`config.mk`:
```
export PLATFORM = sky130hd
export DESIGN_NAME = cab_exec
export DESIGN_NICKNAME = d
export VERILOG_FILES = /design/src/logic/cab_alu8.v /design/src/logic/cab_mul.v /design/src/logic/cab_exec.v
export VERILOG_INCLUDE_DIRS = /design/src /design/src/logic
export SDC_FILE = /design/constraint.sdc
export NUM_CORES = 1
export LEC_CHECK = 0
export ABC_AREA = 1
export ABC_CLOCK_PERIOD_IN_PS = 2900
export BUFFER_PORTS_ARGS = -buffer_cell sky130_fd_sc_hd__buf_2
export CAP_MARGIN = 40
export CELL_PAD_IN_SITES_DETAIL_PLACEMENT = 1
export CELL_PAD_IN_SITES_GLOBAL_PLACEMENT = 1
export CORE_ASPECT_RATIO = 0.8
export CORE_MARGIN = 5
export CORE_UTILIZATION = 38
export CTS_CLUSTER_DIAMETER = 60
export DETAILED_ROUTE_END_ITERATION = 12
export GPL_TIMING_DRIVEN = 0
export PLACE_DENSITY = 0.86
export SLEW_MARGIN = 20
export SYNTH_ARGS = -nofsm -noshare
export SYNTH_HDL_FRONTEND = slang
export SYNTH_HIERARCHICAL = 1
export SYNTH_SLANG_ARGS = --single-unit
```
`constraint.sdc`:
```
create_clock -name sys_clk_in -period 2.9 [get_ports sys_clk_in]
set_input_delay 0.435 -clock sys_clk_in [delete_from_list [all_inputs] [get_ports sys_clk_in]]
set_output_delay 0.435 -clock sys_clk_in [all_outputs]
set_load 0.05 [all_outputs]
```
`src/logic/cab_defs.vh`:
```
// Operation codes, flag positions, masks and cycle counts of the execution unit
`ifndef CAB_DEFS_VH
`define CAB_DEFS_VH
`define CAB_OP_ADD 6'h00
`define CAB_OP_ADC 6'h01
`define CAB_OP_WSUM 6'h02
`define CAB_OP_SUB 6'h03
`define CAB_OP_DIFI 6'h04
`define CAB_OP_DIFB 6'h05
`define CAB_OP_DIFIB 6'h06
`define CAB_OP_WDIF 6'h07
`define CAB_OP_AND 6'h08
`define CAB_OP_CONJI 6'h09
`define CAB_OP_OR 6'h0a
`define CAB_OP_UNI 6'h0b
`define CAB_OP_XUNI 6'h0c
`define CAB_OP_INV 6'h0d
`define CAB_OP_AINV 6'h0e
`define CAB_OP_SETM 6'h0f
`define CAB_OP_CLRM 6'h10
`define CAB_OP_INC 6'h11
`define CAB_OP_DEC 6'h12
`define CAB_OP_PROBE 6'h13
`define CAB_OP_ZERO 6'h14
`define CAB_OP_ONES 6'h15
`define CAB_OP_UPROD 6'h16
`define CAB_OP_SPROD 6'h17
`define CAB_OP_MPROD 6'h18
`define CAB_OP_FUPROD 6'h19
`define CAB_OP_FSPROD 6'h1a
`define CAB_OP_FMPROD 6'h1b
`define CAB_OP_RGOTO 6'h1c
`define CAB_OP_PGOTO 6'h1d
`define CAB_OP_AGOTO 6'h1e
`define CAB_OP_RINVOKE 6'h1f
`define CAB_OP_PINVOKE 6'h20
`define CAB_OP_AINVOKE 6'h21
`define CAB_OP_REXIT 6'h22
`define CAB_OP_IEXIT 6'h23
`define CAB_OP_CESKIP 6'h24
`define CAB_OP_DFO 6'h25
`define CAB_OP_DFC 6'h26
`define CAB_OP_DFI 6'h27
`define CAB_OP_SRBL 6'h28
`define CAB_OP_SRBH 6'h29
`define CAB_OP_SIBL 6'h2a
`define CAB_OP_SIBH 6'h2b
`define CAB_OP_BFH 6'h2c
`define CAB_OP_BFL 6'h2d
`define CAB_OP_BEQ 6'h2e
`define CAB_OP_BNE 6'h2f
`define CAB_OP_BCH 6'h30
`define CAB_OP_BCL 6'h31
`define CAB_OP_BUGE 6'h32
`define CAB_OP_BULT 6'h33
`define CAB_OP_BNEG 6'h34
`define CAB_OP_BNNEG 6'h35
`define CAB_OP_BSGE 6'h36
`define CAB_OP_BSLT 6'h37
`define CAB_OP_BHH 6'h38
`define CAB_OP_BHL 6'h39
`define CAB_FC 0
`define CAB_FZ 1
`define CAB_FN 2
`define CAB_FV 3
`define CAB_FS 4
`define CAB_FH 5
`define CAB_FI 7
`define CAB_M_ARITH 8'h2f
`define CAB_M_LOGIC 8'h0e
`define CAB_M_INV 8'h0f
`define CAB_M_WORD 8'h1f
`define CAB_M_MUL 8'h03
`define CAB_M_IRQ 8'h80
`define CAB_FLAGS_RST 8'h00
`define CAB_ALU_ADD 3'h0
`define CAB_ALU_SUB 3'h1
`define CAB_ALU_AND 3'h2
`define CAB_ALU_OR 3'h3
`define CAB_ALU_XOR 3'h4
`define CAB_CYC_1 3'h1
`define CAB_CYC_2 3'h2
`define CAB_CYC_3 3'h3
`define CAB_CYC_4 3'h4
`endif

```
`src/logic/cab_alu8.v`:
```
// Eight-bit adder, subtractor and logic unit with carry, half-carry and overflow
`timescale 1ns/1ps
`default_nettype none
`include "cab_defs.vh"
module cab_alu8 (
   // Operands
   input wire [7:0] a_in,
   input wire [7:0] b_in,
   input wire cin_in,
   input wire [2:0] mode_in,
   // Result and flags
   output reg [7:0] res_out,
   output reg c_out,
   output reg h_out,
   output reg v_out
);
   always @* begin
      res_out = 8'h00;
      c_out = 1'b0;
      h_out = 1'b0;
      v_out = 1'b0;
      case (mode_in)
         `CAB_ALU_ADD: begin
            {c_out, res_out} = {1'b0, a_in} + {1'b0, b_in} + {8'h00, cin_in};
            h_out = (a_in[3] & b_in[3]) | (b_in[3] & ~res_out[3]) | (~res_out[3] & a_in[3]);
            v_out = (a_in[7] & b_in[7] & ~res_out[7]) | (~a_in[7] & ~b_in[7] & res_out[7]);
         end
         `CAB_ALU_SUB: begin
            res_out = a_in - b_in - {7'h00, cin_in};
            c_out = (~a_in[7] & b_in[7]) | (b_in[7] & res_out[7]) | (res_out[7] & ~a_in[7]);
            h_out = (~a_in[3] & b_in[3]) | (b_in[3] & res_out[3]) | (res_out[3] & ~a_in[3]);
            v_out = (a_in[7] & ~b_in[7] & ~res_out[7]) | (~a_in[7] & b_in[7] & res_out[7]);
         end
         `CAB_ALU_AND: res_out = a_in & b_in;
         `CAB_ALU_OR: res_out = a_in | b_in;
         `CAB_ALU_XOR: res_out = a_in ^ b_in;
         default: res_out = 8'h00;
      endcase
   end
endmodule // cab_alu8
`default_nettype wire

```
`src/logic/cab_mul.v`:
```
// Eight by eight multiplier with signed, mixed and fractional forms
`timescale 1ns/1ps
`default_nettype none
module cab_mul (
   // Operands
   input wire [7:0] a_in,
   input wire [7:0] b_in,
   input wire a_signed_in,
   input wire b_signed_in,
   input wire frac_in,
   // Product
   output wire [15:0] prod_out,
   output wire carry_out
);
   wire signed [8:0] a_ext;
   wire signed [8:0] b_ext;
   wire signed [17:0] raw;
   assign a_ext = {a_signed_in & a_in[7], a_in};
   assign b_ext = {b_signed_in & b_in[7], b_in};
   assign raw = a_ext * b_ext;
   // Carry is bit 15 of the unshifted product
   assign carry_out = raw[15];
   assign prod_out = frac_in ? {raw[14:0], 1'b0} : raw[15:0];
endmodule // cab_mul
`default_nettype wire

```
`src/logic/cab_exec.v`:
```
// Arithmetic, multiply, jump, call, skip and branch execution unit
// Operation
// - Add and add-with-carry, five flags, one cycle
// - Word immediate sum, five flags, two cycles
// - Subtracts with or without borrow, one cycle
// - Word immediate difference, five flags, two cycles
// - And, or, xor update Z N V only
// - Inversion and arithmetic inverse with their flags
// - Set mask ORs, clear mask ANDs complement
// - Step, probe, zero update Z N V; ones leaves flags
// - Products into pair, Z and C, two cycles
// - Fractional products shifted left one bit
// - Relative, pointer and absolute goto timing
// - Invokes three or four, exits four cycles
// - Skip next instruction when registers equal
// - Compare forms set flags, write nothing
// - Skip on working register bit value
// - Skip on I/O register bit value
// - Branch on selected flag bit, 1/2 cycles
// - Named branches test Z, C, N, H
// - Signed branches test N xor V
`timescale 1ns/1ps
`default_nettype none
`include "cab_defs.vh"
module cab_exec (
   // Clock and reset
   input wire sys_clk_in,
   input wire resetn_in,
   // Instruction request
   input wire start_in,
   input wire [5:0] op_in,
   input wire [7:0] rd_val_in,
   input wire [7:0] rr_val_in,
   input wire [7:0] imm_in,
   input wire [15:0] word_in,
   input wire [2:0] bit_sel_in,
   input wire io_bit_in,
   input wire next_two_word_in,
   // Program counter sources
   input wire [15:0] pc_in,
   input wire [11:0] disp_in,
   input wire [15:0] target_in,
   input wire [15:0] z_ptr_in,
   input wire [15:0] stack_pc_in,
   // Flag register load from the core
   input wire flags_we_in,
   input wire [7:0] flags_wr_in,
   // Status
   output reg busy_out,
   output reg done_out,
   // Register file writes
   output reg rd_we_out,
   output reg [7:0] result_out,
   output reg word_we_out,
   output reg [15:0] word_out,
   output reg prod_we_out,
   output reg [15:0] product_out,
   // Flags
   output reg [7:0] flags_out,
   // Program counter and stack
   output reg pc_we_out,
   output reg [15:0] pc_out,
   output reg push_we_out,
   output reg [15:0] push_addr_out
);
   reg rst_meta;
   reg rst_sync_n;
   reg [2:0] cnt;
   reg [7:0] alu_a;
   reg [7:0] alu_b;
   reg alu_cin;
   reg [2:0] alu_mode;
   wire [7:0] alu_res;
   wire alu_c;
   wire alu_h;
   wire alu_v;
   reg mul_as;
   reg mul_bs;
   reg mul_frac;
   wire [15:0] mul_prod;
   wire mul_c;
   reg [7:0] next_res;
   reg [15:0] next_word;
   reg [15:0] next_pc;
   reg [15:0] next_push;
   reg [2:0] next_cyc;
   reg next_rd_we;
   reg next_word_we;
   reg next_prod_we;
   reg next_push_we;
   reg [7:0] next_mask;
   reg [7:0] next_calc;
   wire [7:0] next_flags;
   reg [7:0] pend_flags;
   reg [3:0] pend_we;
   wire take;
   wire fire;
   wire [3:0] fire_we;
   wire [7:0] fire_flags;
   wire [15:0] pc_inc;
   wire [15:0] pc_rel;
   wire [15:0] pc_brel;
   wire [16:0] wsum;
   wire [16:0] wdif;
   wire skip;
   wire taken;

   // Flag bit test shared by all conditional branches
   function branch_cond;
      input [5:0] op;
      input [7:0] f;
      input [2:0] s;
      begin
         case (op)
            `CAB_OP_BFH: branch_cond = f[s];
            `CAB_OP_BFL: branch_cond = ~f[s];
            `CAB_OP_BEQ: branch_cond = f[`CAB_FZ];
            `CAB_OP_BNE: branch_cond = ~f[`CAB_FZ];
            `CAB_OP_BCH: branch_cond = f[`CAB_FC];
            `CAB_OP_BCL: branch_cond = ~f[`CAB_FC];
            `CAB_OP_BUGE: branch_cond = ~f[`CAB_FC];
            `CAB_OP_BULT: branch_cond = f[`CAB_FC];
            `CAB_OP_BNEG: branch_cond = f[`CAB_FN];
            `CAB_OP_BNNEG: branch_cond = ~f[`CAB_FN];
            `CAB_OP_BSGE: branch_cond = ~(f[`CAB_FN] ^ f[`CAB_FV]);
            `CAB_OP_BSLT: branch_cond = f[`CAB_FN] ^ f[`CAB_FV];
            `CAB_OP_BHH: branch_cond = f[`CAB_FH];
            `CAB_OP_BHL: branch_cond = ~f[`CAB_FH];
            default: branch_cond = 1'b0;
         endcase
      end
   endfunction

   // Skip condition of compare and bit test skips
   function skip_cond;
      input [5:0] op;
      input [7:0] rd;
      input [7:0] rr;
      input [2:0] s;
      input io;
      begin
         case (op)
            `CAB_OP_CESKIP: skip_cond = (rd == rr);
            `CAB_OP_SRBL: skip_cond = ~rr[s];
            `CAB_OP_SRBH: skip_cond = rr[s];
            `CAB_OP_SIBL: skip_cond = ~io;
            `CAB_OP_SIBH: skip_cond = io;
            default: skip_cond = 1'b0;
         endcase
      end
   endfunction

   // Reset release through two flip-flops
   always @(posedge sys_clk_in or negedge resetn_in) begin
      if (!resetn_in) begin
         rst_meta <= 1'b0;
         rst_sync_n <= 1'b0;
      end else begin
         rst_meta <= 1'b1;
         rst_sync_n <= rst_meta;
      end
   end

   cab_alu8 u_alu (
      .a_in(alu_a),
      .b_in(alu_b),
      .cin_in(alu_cin),
      .mode_in(alu_mode),
      .res_out(alu_res),
      .c_out(alu_c),
      .h_out(alu_h),
      .v_out(alu_v)
   );

   cab_mul u_mul (
      .a_in(rd_val_in),
      .b_in(rr_val_in),
      .a_signed_in(mul_as),
      .b_signed_in(mul_bs),
      .frac_in(mul_frac),
      .prod_out(mul_prod),
      .carry_out(mul_c)
   );

   // Displacements sign extended to the counter width
   assign pc_inc = pc_in + 16'h0001;
   assign pc_rel = pc_in + {{4{disp_in[11]}}, disp_in} + 16'h0001;
   assign pc_brel = pc_in + {{9{disp_in[6]}}, disp_in[6:0]} + 16'h0001;
   assign wsum = {1'b0, word_in} + {9'h000, imm_in};
   assign wdif = {1'b0, word_in} - {9'h000, imm_in};
   assign skip = skip_cond(op_in, rd_val_in, rr_val_in, bit_sel_in, io_bit_in);
   assign taken = branch_cond(op_in, flags_out, bit_sel_in);

   // Operand steering for the eight-bit unit
   always @* begin
      alu_a = rd_val_in;
      alu_b = rr_val_in;
      alu_cin = 1'b0;
      alu_mode = `CAB_ALU_ADD;
      case (op_in)
         `CAB_OP_ADC: alu_cin = flags_out[`CAB_FC];
         `CAB_OP_SUB, `CAB_OP_DFO: alu_mode = `CAB_ALU_SUB;
         `CAB_OP_DIFI, `CAB_OP_DFI: begin
            alu_mode = `CAB_ALU_SUB;
            alu_b = imm_in;
         end
         `CAB_OP_DIFB, `CAB_OP_DFC: begin
            alu_mode = `CAB_ALU_SUB;
            alu_cin = flags_out[`CAB_FC];
         end
         `CAB_OP_DIFIB: begin
            alu_mode = `CAB_ALU_SUB;
            alu_b = imm_in;
            alu_cin = flags_out[`CAB_FC];
         end
         `CAB_OP_AND: alu_mode = `CAB_ALU_AND;
         `CAB_OP_CONJI: begin
            alu_mode = `CAB_ALU_AND;
            alu_b = imm_in;
         end
         `CAB_OP_OR: alu_mode = `CAB_ALU_OR;
         `CAB_OP_UNI, `CAB_OP_SETM: begin
            alu_mode = `CAB_ALU_OR;
            alu_b = imm_in;
         end
         `CAB_OP_XUNI: alu_mode = `CAB_ALU_XOR;
         `CAB_OP_CLRM: begin
            alu_mode = `CAB_ALU_AND;
            alu_b = 8'hff - imm_in;
         end
         `CAB_OP_INV: begin
            alu_mode = `CAB_ALU_XOR;
            alu_b = 8'hff;
         end
         `CAB_OP_AINV: begin
            alu_mode = `CAB_ALU_SUB;
            alu_a = 8'h00;
            alu_b = rd_val_in;
         end
         `CAB_OP_INC: alu_b = 8'h01;
         `CAB_OP_DEC: begin
            alu_mode = `CAB_ALU_SUB;
            alu_b = 8'h01;
         end
         `CAB_OP_PROBE: begin
            alu_mode = `CAB_ALU_AND;
            alu_b = rd_val_in;
         end
         `CAB_OP_ZERO: begin
            alu_mode = `CAB_ALU_XOR;
            alu_b = rd_val_in;
         end
         default: alu_mode = `CAB_ALU_ADD;
      endcase
   end

   // Result, flags, counter and timing of each operation
   always @* begin
      next_res = alu_res;
      next_word = wsum[15:0];
      next_pc = pc_inc;
      next_push = pc_inc;
      next_cyc = `CAB_CYC_1;
      next_rd_we = 1'b0;
      next_word_we = 1'b0;
      next_prod_we = 1'b0;
      next_push_we = 1'b0;
      next_mask = 8'h00;
      next_calc = {2'b00, alu_h, 1'b0, alu_v, alu_res[7], alu_res == 8'h00, alu_c};
      mul_as = 1'b0;
      mul_bs = 1'b0;
      mul_frac = 1'b0;
      case (op_in)
         `CAB_OP_ADD, `CAB_OP_ADC, `CAB_OP_SUB, `CAB_OP_DIFI: begin
            next_rd_we = 1'b1;
            next_mask = `CAB_M_ARITH;
         end
         `CAB_OP_DIFB, `CAB_OP_DIFIB: begin
            next_rd_we = 1'b1;
            next_mask = `CAB_M_ARITH;
            next_calc[`CAB_FZ] = (alu_res == 8'h00) & flags_out[`CAB_FZ];
         end
         `CAB_OP_DFO, `CAB_OP_DFI: next_mask = `CAB_M_ARITH;
         `CAB_OP_DFC: begin
            next_mask = `CAB_M_ARITH;
            next_calc[`CAB_FZ] = (alu_res == 8'h00) & flags_out[`CAB_FZ];
         end
         `CAB_OP_WSUM, `CAB_OP_WDIF: begin
            next_word = (op_in == `CAB_OP_WSUM) ? wsum[15:0] : wdif[15:0];
            next_word_we = 1'b1;
            next_cyc = `CAB_CYC_2;
            next_mask = `CAB_M_WORD;
            next_calc[`CAB_FC] = (op_in == `CAB_OP_WSUM) ? wsum[16] : wdif[16];
            next_calc[`CAB_FZ] = (next_word == 16'h0000);
            next_calc[`CAB_FN] = next_word[15];
            next_calc[`CAB_FV] = (op_in == `CAB_OP_WSUM) ? (~word_in[15] & next_word[15]) :
                                 (word_in[15] & ~next_word[15]);
            next_calc[`CAB_FS] = next_calc[`CAB_FN] ^ next_calc[`CAB_FV];
         end
         `CAB_OP_AND, `CAB_OP_CONJI, `CAB_OP_OR, `CAB_OP_UNI, `CAB_OP_XUNI: begin
            next_rd_we = 1'b1;
            next_mask = `CAB_M_LOGIC;
         end
         `CAB_OP_SETM, `CAB_OP_CLRM, `CAB_OP_INC, `CAB_OP_DEC, `CAB_OP_ZERO: begin
            next_rd_we = 1'b1;
            next_mask = `CAB_M_LOGIC;
         end
         `CAB_OP_PROBE: next_mask = `CAB_M_LOGIC;
         `CAB_OP_INV: begin
            next_rd_we = 1'b1;
            next_mask = `CAB_M_INV;
            next_calc[`CAB_FC] = 1'b1;
            next_calc[`CAB_FV] = 1'b0;
         end
         `CAB_OP_AINV: begin
            next_rd_we = 1'b1;
            next_mask = `CAB_M_ARITH;
         end
         `CAB_OP_ONES: begin
            next_res = 8'hff;
            next_rd_we = 1'b1;
         end
         `CAB_OP_UPROD, `CAB_OP_SPROD, `CAB_OP_MPROD, `CAB_OP_FUPROD, `CAB_OP_FSPROD, `CAB_OP_FMPROD: begin
            mul_as = (op_in == `CAB_OP_SPROD) || (op_in == `CAB_OP_MPROD) ||
                     (op_in == `CAB_OP_FSPROD) || (op_in == `CAB_OP_FMPROD);
            mul_bs = (op_in == `CAB_OP_SPROD) || (op_in == `CAB_OP_FSPROD);
            mul_frac = (op_in == `CAB_OP_FUPROD) || (op_in == `CAB_OP_FSPROD) ||
                       (op_in == `CAB_OP_FMPROD);
            next_prod_we = 1'b1;
            next_cyc = `CAB_CYC_2;
            next_mask = `CAB_M_MUL;
            next_calc[`CAB_FC] = mul_c;
            next_calc[`CAB_FZ] = (mul_prod == 16'h0000);
         end
         `CAB_OP_RGOTO: begin
            next_pc = pc_rel;
            next_cyc = `CAB_CYC_2;
         end
         `CAB_OP_PGOTO: begin
            next_pc = z_ptr_in;
            next_cyc = `CAB_CYC_2;
         end
         `CAB_OP_AGOTO: begin
            next_pc = target_in;
            next_cyc = `CAB_CYC_3;
         end
         `CAB_OP_RINVOKE, `CAB_OP_PINVOKE: begin
            next_pc = (op_in == `CAB_OP_RINVOKE) ? pc_rel : z_ptr_in;
            next_push_we = 1'b1;
            next_cyc = `CAB_CYC_3;
         end
         `CAB_OP_AINVOKE: begin
            next_pc = target_in;
            next_push = pc_in + 16'h0002;
            next_push_we = 1'b1;
            next_cyc = `CAB_CYC_4;
         end
         `CAB_OP_REXIT: begin
            next_pc = stack_pc_in;
            next_cyc = `CAB_CYC_4;
         end
         `CAB_OP_IEXIT: begin
            next_pc = stack_pc_in;
            next_cyc = `CAB_CYC_4;
            next_mask = `CAB_M_IRQ;
            next_calc[`CAB_FI] = 1'b1;
         end
         `CAB_OP_CESKIP, `CAB_OP_SRBL, `CAB_OP_SRBH, `CAB_OP_SIBL, `CAB_OP_SIBH: begin
            if (skip) begin
               next_pc = pc_in + (next_two_word_in ? 16'h0003 : 16'h0002);
               next_cyc = next_two_word_in ? `CAB_CYC_3 : `CAB_CYC_2;
            end
         end
         `CAB_OP_BFH, `CAB_OP_BFL, `CAB_OP_BEQ, `CAB_OP_BNE, `CAB_OP_BCH, `CAB_OP_BCL, `CAB_OP_BUGE,
         `CAB_OP_BULT, `CAB_OP_BNEG, `CAB_OP_BNNEG, `CAB_OP_BSGE, `CAB_OP_BSLT, `CAB_OP_BHH, `CAB_OP_BHL: begin
            if (taken) begin
               next_pc = pc_brel;
               next_cyc = `CAB_CYC_2;
            end
         end
         default: next_mask = 8'h00;
      endcase
   end

   // Only masked flags take the computed value
   assign next_flags = (flags_out & ~next_mask) | (next_calc & next_mask);
   assign take = start_in & ~busy_out;
   assign fire = (take && (next_cyc == `CAB_CYC_1)) || (busy_out && (cnt == 3'h1));
   assign fire_we = busy_out ? pend_we : {next_push_we, next_prod_we, next_word_we, next_rd_we};
   assign fire_flags = busy_out ? pend_flags : next_flags;

   always @(posedge sys_clk_in or negedge rst_sync_n) begin
      if (!rst_sync_n) begin
         busy_out <= 1'b0;
         done_out <= 1'b0;
         cnt <= 3'h0;
         rd_we_out <= 1'b0;
         word_we_out <= 1'b0;
         prod_we_out <= 1'b0;
         pc_we_out <= 1'b0;
         push_we_out <= 1'b0;
         result_out <= 8'h00;
         word_out <= 16'h0000;
         product_out <= 16'h0000;
         pc_out <= 16'h0000;
         push_addr_out <= 16'h0000;
         flags_out <= `CAB_FLAGS_RST;
         pend_flags <= `CAB_FLAGS_RST;
         pend_we <= 4'h0;
      end else begin
         done_out <= fire;
         pc_we_out <= fire;
         rd_we_out <= fire & fire_we[0];
         word_we_out <= fire & fire_we[1];
         prod_we_out <= fire & fire_we[2];
         push_we_out <= fire & fire_we[3];
         if (take) begin
            result_out <= next_res;
            word_out <= next_word;
            product_out <= mul_prod;
            pc_out <= next_pc;
            push_addr_out <= next_push;
            pend_flags <= next_flags;
            pend_we <= {next_push_we, next_prod_we, next_word_we, next_rd_we};
            cnt <= next_cyc - 3'h1;
            busy_out <= (next_cyc != `CAB_CYC_1);
         end else if (busy_out) begin
            cnt <= cnt - 3'h1;
            busy_out <= (cnt != 3'h1);
         end
         // Instruction update wins over a core flag load
         if (fire) begin
            flags_out <= fire_flags;
         end else if (flags_we_in) begin
            flags_out <= flags_wr_in;
         end
      end
   end
endmodule // cab_exec
`default_nettype wire

```
After elaboration in Yosys (flattened, before gate mapping)
Index checks and enable logic that the tools add are counted.
W data, S select, Z words.
- add/sub/neg operators: 16
- $mul: 1
- magnitude comparators: 1
- equality and inequality tests: 66
- muxes and demuxes: 52
- bitwise gates (word level): 60
- reductions and logical operators: 41
- operator list (kind ; number):
    $eq A6 B6 Y1 const B ; 26
    $mux W16 ; 7
    $pmux W16 S7 ; 1
    $eq A6 B5 Y1 const B ; 16
    $pmux W8 S5 ; 2
    $add A16 B1 Y16 const B ; 3
    $eq A6 B4 Y1 const B ; 8
    $pmux W8 S6 ; 1
    $mux W8 ; 5
    $add A16 B16 Y16 ; 2
    $logic_not A16 Y1 ; 2
    $and A1 B1 Y1 ; 26
    $and A8 B8 Y8 ; 3
    $eq A6 B3 Y1 const B ; 4
    $reduce_or A3 Y1 ; 7
    $reduce_or A10 Y1 ; 2
    $mux W1 ; 19
    $reduce_or A19 Y1 ; 1
    $add A16 B8 Y17 ; 1
    $not A1 Y1 ; 17
    $sub A16 B8 Y17 ; 1
    $add A16 B2 Y16 ; 1
    $add A16 B2 Y16 const B ; 1
    $mul A9 B9 Y16 ; 1
    42 further kinds ; 80
- register bits: 103
- input port bits: 139
- output and inout port bits: 87
- word-level logic and storage cells: 254

Depth between registers and ports, before layout
Gate-level depths: netlist (run 1).
- word-level depth: 14
- mapped depth: 42
- mapped depth without buffers: 42

Modules after synthesis
Netlist (run 1), hierarchy kept.
- by module, submodules not included (module ; times used ; cells each ; area an instance (um2) ; sequential area each (um2)):
    cab_exec ; 1 ; 1550 ; 9969.6 ; 2577.5
    cab_mul ; 1 ; 463 ; 3205.6 ; 0.0
    cab_alu8 ; 1 ; 235 ; 1408.9 ; 0.0

Least setup slack after synthesis (run 1)
OpenSTA, ideal clock, no wires.
- path type: input port to flip-flop
- start: input op_in[3]
- end: register flags_out[1]
- library setup time: 0.073 ns
- data arrival time: 5.961 ns
- data required time: 2.827 ns
- path slack: -3.134 ns
- stages: 37
- buffers on the path: 0
- cell sequence: inv_2 > nor2_1 > inv_2 > nor2_2 > inv_2 > nand2_1 > a21oi_2 > nor2_1 > nand2_2 > or2_2 > fa_1 > fa_1 > inv_1 > fa_1 > fa_1 > inv_1 > fa_1 > inv_1 > ha_1 > nand2_1 > nand2_1 > nand2_1 > nand2_1 > a21oi_1 > inv_1 > or2_1 > nand3_1 > nand2_1 > nor4_1 > nand4_1 > o21ai_0 > inv_1 > nand3_1 > nand2_1 > nand3_1 > nand2_1 > a21oi_2
- elaborated cells on any way between the ends: 129
- classes of those cells: 4 x add/sub; 1 x mul; 61 x eq/ne; 19 x mux; 10 x bitwise; 34 x reduce/logical
- RTL lines (what ; RTL line ; RTL):
    start: declaration ; cab_exec.v:31 ; input wire [5:0] op_in,
    $eq A6 B5 Y1 ; cab_exec.v:273 ; case (op_in)
    $reduce_or A6 Y1 / $logic_or A1 B1 Y1 (equally long branches) ; cab_exec.v:273, cab_exec.v:326 ;
    $mux W1 * ; cab_exec.v:273 ;
    net mul_bs ; cab_exec.v:78 ; reg mul_bs;
    $and A1 B1 Y1 * ; cab_mul.v:19 ; assign b_ext = {b_signed_in & b_in[7], b_in};
    $mul A9 B9 Y16 * ; cab_mul.v:20 ; assign raw = a_ext * b_ext;
    $mux W16 * ; cab_mul.v:23 ; assign prod_out = frac_in ? {raw[14:0], 1'b0} : raw[15:0];
    net mul_prod[12] ; cab_exec.v:80 ; wire [15:0] mul_prod;
    $logic_not A16 Y1 * ; cab_exec.v:333 ; next_calc[`CAB_FZ] = (mul_prod == 16'h0000);
    $pmux W1 S3 * ; cab_exec.v:273 ;
    $and A8 B8 Y8 * ; cab_exec.v:386 ; assign next_flags = (flags_out & ~next_mask) | (next_calc & next_mask);
    $or A8 B8 Y8 * ; cab_exec.v:386 ;
    $mux W8 * ; cab_exec.v:390 ; assign fire_flags = busy_out ? pend_flags : next_flags;
    $mux W8 * ; cab_exec.v:432 ; if (fire) begin
    end signal: assignment ; cab_exec.v:407 ; flags_out <= `CAB_FLAGS_RST;
    end signal: assignment ; cab_exec.v:433 ; flags_out <= fire_flags;
    end signal: assignment ; cab_exec.v:435 ; flags_out <= flags_wr_in;
    end: declaration ; cab_exec.v:59 ; output reg [7:0] flags_out,
The timed path passes the listed nets; every way through them passes the cells marked *.
A chain may end at the register's enable or synchronous reset.

Final worst setup path (run 1)
- start: input op_in[2]
- end: register flags_out[1]
Same word-level chain as after synthesis.

==> results.sh, run 1 <==
export IMPL_ys_async_sr_fraction_pct=100.0
export IMPL_die_area_sq_um=42420
export IMPL_synth_adder_area_share_pct=19.35
export IMPL_grt_max_degree=52
export IMPL_yosysMostFrequentCell="nand2_1"
export IMPL_synthTopCellsByArea="dfrtp_1 (18%), nand2_1 (16%), fa_1 (9.7%), ha_1 (9.6%), inv_1 (9.1%)"
export IMPL_worstSetupPathType="in2reg"
export IMPL_final_setup_viol_count=37
export IMPL_place_inst=2968
export IMPL_synth_simple_area_share_pct=31.97
export IMPL_synth_compound_area_share_pct=15.21
export IMPL_seq_area_frac_synth_pct=17.67
export IMPL_clk_pin_slew_ps=80
export IMPL_final_cells=3073
export IMPL_violations="negative setup slack"
export IMPL_top_layer_used="met4"
export IMPL_slew_headroom_pct=40.14
export IMPL_synth_xor_area_share_pct=3.663
export IMPL_wl_mm=69.01
export IMPL_wl_per_cell_um=22.46
export IMPL_firstDrtPassIters=5
export IMPL_grt_overflow_total=0
export IMPL_worst_pin_slew_ps=897.9
export IMPL_cts_sinks=103
export IMPL_synth_flop_cell="dfrtp_1"
export IMPL_cp_end_kind="flop"
export IMPL_syn_area_per_cell_sq_um=6.488
export IMPL_cts_made_buffers=9
export IMPL_viasPerCell=5.687
export IMPL_drc_errors=0
export IMPL_max_cap_viol_count=0
export IMPL_clock_fmax_mhz=160.0
export IMPL_synth_nets=2570
export IMPL_p_per_area_nw_per_um2=756.9
export IMPL_synth_mux_area_share_pct=0.06863
export IMPL_ff_latch_area_sq_um=2584
export IMPL_synth_top_family_by_area="simple AND/OR/NAND/NOR gates"
export IMPL_crit_fanout=5
export IMPL_grt_pass1_wl_mm=101.4
export IMPL_root_buffer="clkbuf_16"
export IMPL_multi_input_area_sq_um=10950
export IMPL_drive_gt1_share_pct=22.13
export IMPL_final_core_util_pct=48.23
export IMPL_grt_pass1_vias=17280
export IMPL_cp_arrival_ps=6570
export IMPL_cp_common_cell="nand2_2"
export IMPL_finClkSkew_ps=18.17
export IMPL_row_count=64
export IMPL_core_area_sq_um=38120
export IMPL_status="complete, but fails checks"
export IMPL_finalCritPeriodShare_pct=215.5
export IMPL_crit_required_ps=3220
export IMPL_min_path_type="in2reg"
export IMPL_startpoint_type="input port"
export IMPL_netlist_area_sq_um=14580
export IMPL_fillCellCount=5091
export IMPL_synth_top_cell_area_share_pct=17.67
export IMPL_io_buffers=223
export IMPL_final_setup_tns_ps=-48880
export IMPL_synth_common_cells="nand2_1 (605), inv_1 (355), nor2_1 (179)"
export IMPL_crit_start="op_in[2]"
export IMPL_setup_ws_ps=-3350
export IMPL_leakagePower_nw=9.725
export IMPL_syn_to_final_growth_pct=26.05
export IMPL_drt_met1_wl_mm=31.49
export IMPL_clk_latency_ps=390
export IMPL_maxSlewViolCount=0
export IMPL_yosysTopAreaCell="dfrtp_1"
export IMPL_gp_congestion=0.9684
export IMPL_gr_usage_all_layers_pct=30.66
export IMPL_hold_viol_final=0
export IMPL_die_y_um=185.2
export IMPL_antenna_found_initial=6
export IMPL_num_vias=17480
export IMPL_holdCritStartpoint="flags_wr_in[6]"
export IMPL_rr_startpoint="flags_out[0]$_DFFE_PN0P_"
export IMPL_ant_nets=0
export IMPL_yosys_warnings=6
export IMPL_wl_met2_mm=29.95
export IMPL_dpl_hpwl_mm=54.63
export IMPL_drt_iter0_markers=1596
export IMPL_final_nets=2888
export IMPL_peakVddDrop_uv=706.1
export IMPL_slowest_stage="fa_1"
export IMPL_rsz0062_at_grt="true"
export IMPL_yosysUniqueCellTypes=65
export IMPL_clk_path_buf_depth=2
export IMPL_power_mw=13.91
export IMPL_cts_tree="done"
export IMPL_max_stage_delay_ps=530
export IMPL_synth_cells=2248
export IMPL_synth_edf_count=0
export IMPL_die_w_um=229.0
export IMPL_holdWs_ps=326.6
export IMPL_synth_seq_cells=103
export IMPL_start_util_pct=38.26
export IMPL_cts_max_level=3
export IMPL_finalCriticalPeriod_ps=6250
export IMPL_ios=226
export IMPL_wl_met3_mm=5.921
==> final cells by class <==
class,count,share of cell area [%]
multi-input combinational,1695,59.58
sequential,103,14.06
timing repair buffer,307,10.55
inverter,384,8.168
tap,495,3.369
buffer,66,2.593
clock buffer,10,1.246
clock inverter,6,0.3403
antenna,7,0.09529
==> sequential cells by signal (all words and copies together), names as in the netlist <==
register,count
rst_sync_n,1
busy_out,1
pend_flags,8
pc_we_out,1
push_addr_out,16
push_we_out,1
pc_out,16
rd_we_out,1
cnt,3
rst_meta,1
word_we_out,1
result_out,8
product_out,16
prod_we_out,1
pend_we,4
flags_out,8
word_out,16
==> per-stage QoR <==
| step | cell area, sq um | setup slack, ps |
|---|---|---|
| after floorplan | 14870 | -2772 |
| after global placement | 16600 | -4405 |
| after detailed placement | 16640 | -4459 |
| after CTS | 17600 | -3332 |
| after global routing | 18380 | -3579 |
| final | 18380 | -3350 |
==> layer usage <==
metal,GRT usage [%],vias to the layer above
met2,46.63,768
met4,7.069,0
met3,5.686,111
li1,-,7880
met1,45.31,8716
met5,0,-
==> where the power goes <==
part / leakage [nW] / switching, mW / total (mW) / internal, mW
Clock: 0.141 / 0.703 / 1.31 / 0.609
Combinational: 8.36 / 6.79 / 10.0 / 3.22
Sequential: 1.23 / 0.513 / 2.60 / 2.09
Total: 9.72 / 8.00 / 13.9 / 5.91
==> repair_timing <==
| action | 4_1_cts | 5_1_grt |
|---|---|---|
| resized for setup | 92 | 108 |
| endpoints found under the hold margin | 2 | 0 |
| hold buffers | 1 | 0 |
| setup buffers | 32 | 47 |
| pin swaps | 41 | 50 |
| setup endpoints to repair | 43 | 43 |
==> cells in the final DEF, fill, tap and decap left out, types with 40 or more instances in the layout <==
| master | n |
|---|---|
| o21ai_0 | 110 |
| nor2_1 | 166 |
| xor2_1 | 40 |
| nand2_1 | 571 |
| inv_1 | 341 |
| fa_1 | 66 |
| a21oi_1 | 112 |
| dfrtp_1 | 100 |
| ha_1 | 95 |
| buf_4 | 79 |
| nand3_1 | 161 |
| buf_2 | 221 |
==> final timing paths <==
kind                                            endpoint  slack [ps]  cells after the start
worst max-delay path            flags_out[1]$_DFFE_PN0P_       -3350                     37
min in group asynchronous           rst_sync_n$_DFF_PN0_         350                      2
max in group asynchronous          pc_out[1]$_DFFE_PN0P_        1750                      1
worst min register to register      rst_sync_n$_DFF_PN0_         360                      0
worst min-delay path            flags_out[6]$_DFFE_PN0P_         330                      3
worst max register to register  flags_out[1]$_DFFE_PN0P_       -1250                     24
==> critical path: cells and delay by family <==
| family | cells | cell delay, ps |
|---|---|---|
| adders and majority gates | 6 | 2740 |
| and+or+nand+nor | 19 | 2290 |
| AOI/OAI and AO/OA | 4 | 550 |
| buffers and inverters | 8 | 530 |
==> logic make-up (layout without fill, tap and decap cells) <==
group           Yosys count  after routing
simple gates           1077           1077
fa+ha+maj               183            183
other cells               1              8
mux                       1              1
compound gates          372            372
xor+xnor                 61             61
buf+inv                 450            773
flops                   103            103
No activity file was read; power rests on OpenSTA's default activity.
==> inputs of run 2 (changes only) <==
--- a/config.mk
+++ b/config.mk
@@ -8,7 +8,7 @@
 export LEC_CHECK = 0
 export ABC_AREA = 1
 export ABC_CLOCK_PERIOD_IN_PS = 2900
-export BUFFER_PORTS_ARGS = -buffer_cell sky130_fd_sc_hd__buf_2
+export BUFFER_PORTS_ARGS = -buffer_cell sky130_fd_sc_hd__clkbuf_2
 export CAP_MARGIN = 40
 export CELL_PAD_IN_SITES_DETAIL_PLACEMENT = 1
 export CELL_PAD_IN_SITES_GLOBAL_PLACEMENT = 1
==> run 2 against run 1 <==
Effect of this change: the run still ends with negative setup slack left; via count is 1.2% higher; critical path depth rose by 1; clock skew is 2.6 ps lower; global-route usage increased by 0.086 points; cell count shrank 0.59%; total power rose by 2.4%; count of clock-buffer cells in the layout shrank 1; hold slack got worse by 21 ps; die area unchanged; sequential power hardly changed; register-to-register slack gained 20 ps; largest cell class unchanged; largest power group unchanged; highest routed layer is now met5.
==> results.sh, run 2 (synthesized netlist as in run 1, its figures left out) <==
export IMPL_clk_pin_slew_ps=90
export IMPL_power_mw=14.25
export IMPL_min_path_type="reg2async"
export IMPL_num_vias=17690
export IMPL_slowest_stage="fa_1"
export IMPL_gr_usage_all_layers_pct=30.75
export IMPL_cts_made_buffers=9
export IMPL_syn_to_final_growth_pct=25.84
export IMPL_start_util_pct=38.26
export IMPL_worstSetupPathType="in2reg"
export IMPL_crit_fanout=5
export IMPL_finClkSkew_ps=15.62
export IMPL_antenna_found_initial=6
export IMPL_maxSlewViolCount=0
export IMPL_final_common_cell="nand2_1"
export IMPL_rsz0062_at_grt="true"
export IMPL_peakVddDrop_uv=831.5
export IMPL_holdWs_ps=305.9
export IMPL_final_setup_tns_ps=-55750
export IMPL_finalCriticalPeriod_ps=6435
export IMPL_die_area_sq_um=42420
export IMPL_root_buffer="clkbuf_16"
export IMPL_cts_tree="done"
export IMPL_p_per_area_nw_per_um2=776.5
export IMPL_slew_headroom_pct=42.07
export IMPL_grt_max_degree=54
export IMPL_drc_errors=0
export IMPL_setup_ws_ps=-3535
export IMPL_clk_path_buf_depth=2
export IMPL_wl_mm=71.11
export IMPL_multi_input_area_sq_um=10970
export IMPL_hold_viol_final=0
export IMPL_final_cells=3055
export IMPL_grt_pass1_vias=17770
export IMPL_grt_pass1_wl_mm=102.1
export IMPL_cp_common_cell="nand3_2"
export IMPL_die_w_um=229.0
export IMPL_wl_per_cell_um=23.27
export IMPL_row_count=64
export IMPL_violations="negative setup slack"
export IMPL_grt_overflow_total=0
export IMPL_ant_nets=0
export IMPL_place_inst=2970
export IMPL_fillCellCount=5012
export IMPL_max_stage_delay_ps=540
export IMPL_final_nets=2872
export IMPL_core_area_sq_um=38120
export IMPL_cts_max_level=3
export IMPL_drt_iter0_markers=1634
export IMPL_ff_latch_area_sq_um=2581
export IMPL_ff2ff_setup_slack_ps=-1230
export IMPL_dpl_hpwl_mm=54.27
export IMPL_leakagePower_nw=9.732
export IMPL_final_cell_mix="nand2_1 (567), inv_1 (337), clkbuf_2 (213), nor2_1 (166), nand3_1 (162)"
export IMPL_final_setup_viol_count=40
export IMPL_max_cap_viol_count=0
export IMPL_r2r_end="flags_out[1]$_DFFE_PN0P_"
export IMPL_clk_latency_ps=390
export IMPL_worst_pin_slew_ps=869.0
export IMPL_finalCritPeriodShare_pct=221.9
export IMPL_cp_end_kind="flop"
export IMPL_r2r_cells=24
export IMPL_viasPerCell=5.791
export IMPL_cp_arrival_ps=6760
export IMPL_crit_required_ps=3230
export IMPL_ios=226
export IMPL_gp_congestion=0.9615
export IMPL_status="complete, but fails checks"
export IMPL_io_buffers=223
export IMPL_clock_fmax_mhz=155.4
export IMPL_startpoint_type="input port"
export IMPL_die_y_um=185.2
export IMPL_drive_gt1_share_pct=21.84
export IMPL_rr_startpoint="flags_out[0]$_DFFE_PN0P_"
export IMPL_firstDrtPassIters=5
export IMPL_cts_sinks=103
-- run 2: changes by cell type in the layout (fill, tap and decap cells not counted), sizes merged --
cell      previous run  this run
buf                328        95
clkbuf              54       270
clkinv               4         6
clkinvlp             2         0
diode                7         5
inv                383       385
bufinv               1         0
-- run 2: worst max-delay path by stage --
stage | from | end | slack, ps | depth (start not counted)
after CTS | op_in[3] | flags_out[1]$_DFFE_PN0P_ | -3330 | 39
after global placement | op_in[1] | flags_out[1]$_DFFE_PN0P_ | -4410 | 37
after global routing | op_in[3] | flags_out[1]$_DFFE_PN0P_ | -3710 | 40
final | op_in[2] | flags_out[1]$_DFFE_PN0P_ | -3530 | 38
after floorplan | op_in[3] | flags_out[1]$_DFFE_PN0P_ | -2770 | 37
after detailed placement | op_in[1] | flags_out[1]$_DFFE_PN0P_ | -4490 | 36
-- run 2: cell type report --
cell class,instances,area share (%)
inverter,384,8.106
timing repair buffer,291,10.38
multi-input combinational,1695,59.78
clock buffer,9,1.227
clock inverter,7,0.4977
buffer,66,2.502
antenna,5,0.06818
tap,495,3.375
sequential,103,14.06
-- run 2: routing by layer --
layer  GRT usage [%]  up-vias  wire, um
met5               0        -        12
met3           5.548      182      5601
li1                -     7850         -
met4           9.257        2      2999
met1           44.86     8830     31820
met2           46.55      829     30670
-- run 2: report_power, final --
| part | leakage [nW] | total [mW] | switching [mW] | internal (mW) |
|---|---|---|---|---|
| registers | 1.23 | 2.61 | 0.525 | 2.08 |
| clock network | 0.153 | 1.39 | 0.762 | 0.629 |
| logic | 8.35 | 10.3 | 7.05 | 3.20 |
| total | 9.73 | 14.2 | 8.34 | 5.91 |
-- run 2: repair_timing --
item,4_1_cts,5_1_grt
setup endpoints to repair,44,44
resized for setup,116,89
endpoints found under the hold margin,2,0
pin swaps,46,63
setup buffers,41,21
hold buffers,1,0
-- run 2: worst max-delay path, delay by kind of cell --
family / cells / cell delay [ps]
compound gates: 3 / 400
fa+ha+maj: 6 / 2690
buf+inv: 8 / 690
simple gates: 21 / 2520
-- run 2: stage by stage --
stage / utilization, % / cell area [sq um] / worst slack, ps
after CTS: 46.74 / 17810 / -3328
final: 48.15 / 18350 / -3535
after floorplan: - / 14870 / -2772
after detailed placement: 43.76 / 16680 / -4491
after global placement: 43.55 / 16600 / -4408
after global routing: 48.15 / 18350 / -3708
==> inputs of run 3 (changes only) <==
--- a/config.mk
+++ b/config.mk
@@ -7,7 +7,6 @@
 export NUM_CORES = 1
 export LEC_CHECK = 0
 export ABC_AREA = 1
-export ABC_CLOCK_PERIOD_IN_PS = 2900
 export BUFFER_PORTS_ARGS = -buffer_cell sky130_fd_sc_hd__clkbuf_2
 export CAP_MARGIN = 40
 export CELL_PAD_IN_SITES_DETAIL_PLACEMENT = 1
@@ -19,6 +18,7 @@
 export DETAILED_ROUTE_END_ITERATION = 12
 export GPL_TIMING_DRIVEN = 0
 export PLACE_DENSITY = 0.86
+export SETUP_SLACK_MARGIN = 0.4
 export SLEW_MARGIN = 20
 export SYNTH_ARGS = -nofsm -noshare
 export SYNTH_HDL_FRONTEND = slang
==> run 3 against run 2 <==
Effect of this change: the run still ends with negative setup slack left; hold slack worse by 180 ps; cell area grew 7.7%; clock power hardly changed; sequential share of layout area fell by 0.98 points; total power rose by 7.3%; sequential power hardly changed; combinational power is 9.7% higher; via count up 6.7%; utilization grew 3.7 points; wire length increased by 12%; die area is the same; cell count up 2.7%; largest cell class unchanged; largest power group unchanged.
==> results.sh, run 3 (synthesized netlist as in run 1, its figures left out) <==
export IMPL_netSwitchingFraction_pct=57.88
export IMPL_grt_pass1_wl_mm=105.1
export IMPL_cp_depth=36
export IMPL_hold_viol_final=0
export IMPL_firstDrtPassIters=6
export IMPL_drc_errors=0
export IMPL_num_vias=18880
export IMPL_crit_fanout=7
export IMPL_die_y_um=185.2
export IMPL_cp_end_kind="flop"
export IMPL_ff2ff_setup_slack_ps=-1240
export IMPL_cts_max_level=3
export IMPL_wl_mm=79.53
export IMPL_clk_path_buf_depth=2
export IMPL_place_inst=2969
export IMPL_intPower_mw=6.439
export IMPL_dpl_hpwl_mm=53.10
export IMPL_worst_path_buf_inv=12
export IMPL_final_setup_viol_count=41
export IMPL_p_clk_share_pct=8.9
export IMPL_r2r_cells=24
export IMPL_ant_nets=0
export IMPL_finClkSkew_ps=13.73
export IMPL_p_comb_share_pct=73.9
export IMPL_crit_required_ps=3230
export IMPL_finalCritPeriodShare_pct=230.5
export IMPL_wl_per_cell_um=25.36
export IMPL_cts_tree="done"
export IMPL_p_per_area_nw_per_um2=773.6
export IMPL_place_area_sq_um=16680
export IMPL_die_w_um=229.0
export IMPL_cp_common_cell="nand2_2"
export IMPL_clk_pin_slew_ps=100
export IMPL_critPathTopFamily="adder cells"
export IMPL_finalCriticalPeriod_ps=6683
export IMPL_seqPwrFrac_pct=17.2
export IMPL_antenna_found_initial=2
export IMPL_p_sw_mw=8.848
export IMPL_setup_ws_ps=-3783
export IMPL_rsz0062_at_grt="true"
export IMPL_violations="negative setup slack"
export IMPL_final_setup_tns_ps=-55280
export IMPL_leakagePower_nw=10.30
export IMPL_min_path_type="reg2async"
export IMPL_drive_gt1_share_pct=28.81
export IMPL_drt_iter0_markers=2042
export IMPL_multi_input_area_sq_um=11610
export IMPL_ios=226
export IMPL_clock_fmax_mhz=149.6
export IMPL_core_area_sq_um=38120
export IMPL_status="complete, but fails checks"
export IMPL_cts_sinks=103
export IMPL_ff_latch_area_sq_um=2585
export IMPL_gp_congestion=0.9846
export IMPL_grt_overflow_total=0
export IMPL_postLayoutCellArea_sq_um=19760
export IMPL_row_count=64
export IMPL_root_buffer="clkbuf_16"
export IMPL_final_cell_mix="nand2_1 (547), inv_1 (313), clkbuf_2 (214), nor2_1 (156), nand3_1 (147)"
export IMPL_grt_pass1_vias=18460
export IMPL_syn_to_final_growth_pct=35.50
export IMPL_maxSlewViolCount=0
export IMPL_max_stage_delay_ps=600
export IMPL_io_buffers=223
export IMPL_worstSetupPathType="in2reg"
export IMPL_cts_made_buffers=9
export IMPL_fillCellCount=4964
export IMPL_final_nets=2958
export IMPL_grt_max_degree=50
export IMPL_max_cap_viol_count=0
export IMPL_die_area_sq_um=42420
export IMPL_cp_arrival_ps=7010
export IMPL_start_util_pct=38.26
export IMPL_viasPerCell=6.022
export IMPL_clk_latency_ps=400
export IMPL_slowest_stage="fa_1"
export IMPL_slew_headroom_pct=40.60
export IMPL_diodes=0
export IMPL_startpoint_type="input port"
export IMPL_gr_usage_all_layers_pct=31.51
export IMPL_final_cells=3136
export IMPL_peakVddDrop_uv=694.7
export IMPL_worst_pin_slew_ps=890.9
export IMPL_final_common_cell="nand2_1"
==> run 3: per-layer routing <==
layer	GRT usage [%]	wire, um
met3	6.452	7955
met2	51.89	35550
met5	0	25
met4	11.04	4963
met1	41.53	31040
==> run 3: timing repair <==
action,4_1_cts,5_1_grt
pin swaps,77,97
gates resized for setup,221,201
endpoints found under the hold margin,2,0
hold buffers,1,0
setup buffers,97,51
endpoints found under the setup margin,59,88
cloned,0,0
==> run 3: layout make-up <==
type | instances | area share, %
plain buffers | 66 | 2.520
clock buffers | 9 | 1.140
clock inverters | 7 | 0.4369
inverters | 384 | 7.686
multi-input cells | 1695 | 58.76
flip-flops and latches | 103 | 13.08
well taps | 495 | 3.134
repair buffers | 377 | 13.24
==> run 3: through the flow <==
stage / hold WS, ps / setup slack [ps] / utilization (%) / total power, mW
floorplan: 139.4 / -2772 / - / 8.456
global placement: 222.0 / -4223 / 43.57 / 10.70
detailed placement: 131.2 / -4294 / 43.75 / 11.03
CTS: 139.7 / -3328 / 48.76 / 13.35
global route: 148.0 / -3876 / 51.84 / 15.96
finish: 125.2 / -3783 / 51.84 / 15.29
==> run 3: worst paths after layout <==
path | from | to
worst min register to register | rst_sync_n$_DFF_PN0_ | push_we_out$_DFF_PN0_
worst max register to register | flags_out[0]$_DFFE_PN0P_ | flags_out[1]$_DFFE_PN0P_
worst min-delay path | rst_sync_n$_DFF_PN0_ | push_we_out$_DFF_PN0_
worst max-delay path | op_in[1] | flags_out[1]$_DFFE_PN0P_
max in group asynchronous | rst_sync_n$_DFF_PN0_ | product_out[2]$_DFFE_PN0P_
min in group sys_clk_in | flags_wr_in[6] | flags_out[6]$_DFFE_PN0P_
==> run 3: power by group through the flow <==
stage | combinational, mW | sequential [mW] | clock [mW]
5_1_grt | 11.8 | 2.69 | 1.43
6_report | 11.3 | 2.63 | 1.36
2_1_floorplan | 4.09 | 4.37 | 0
3_3_place_gp | 8.06 | 2.64 | 0
4_1_cts | 9.39 | 2.60 | 1.36
3_5_place_dp | 8.41 | 2.62 | 0
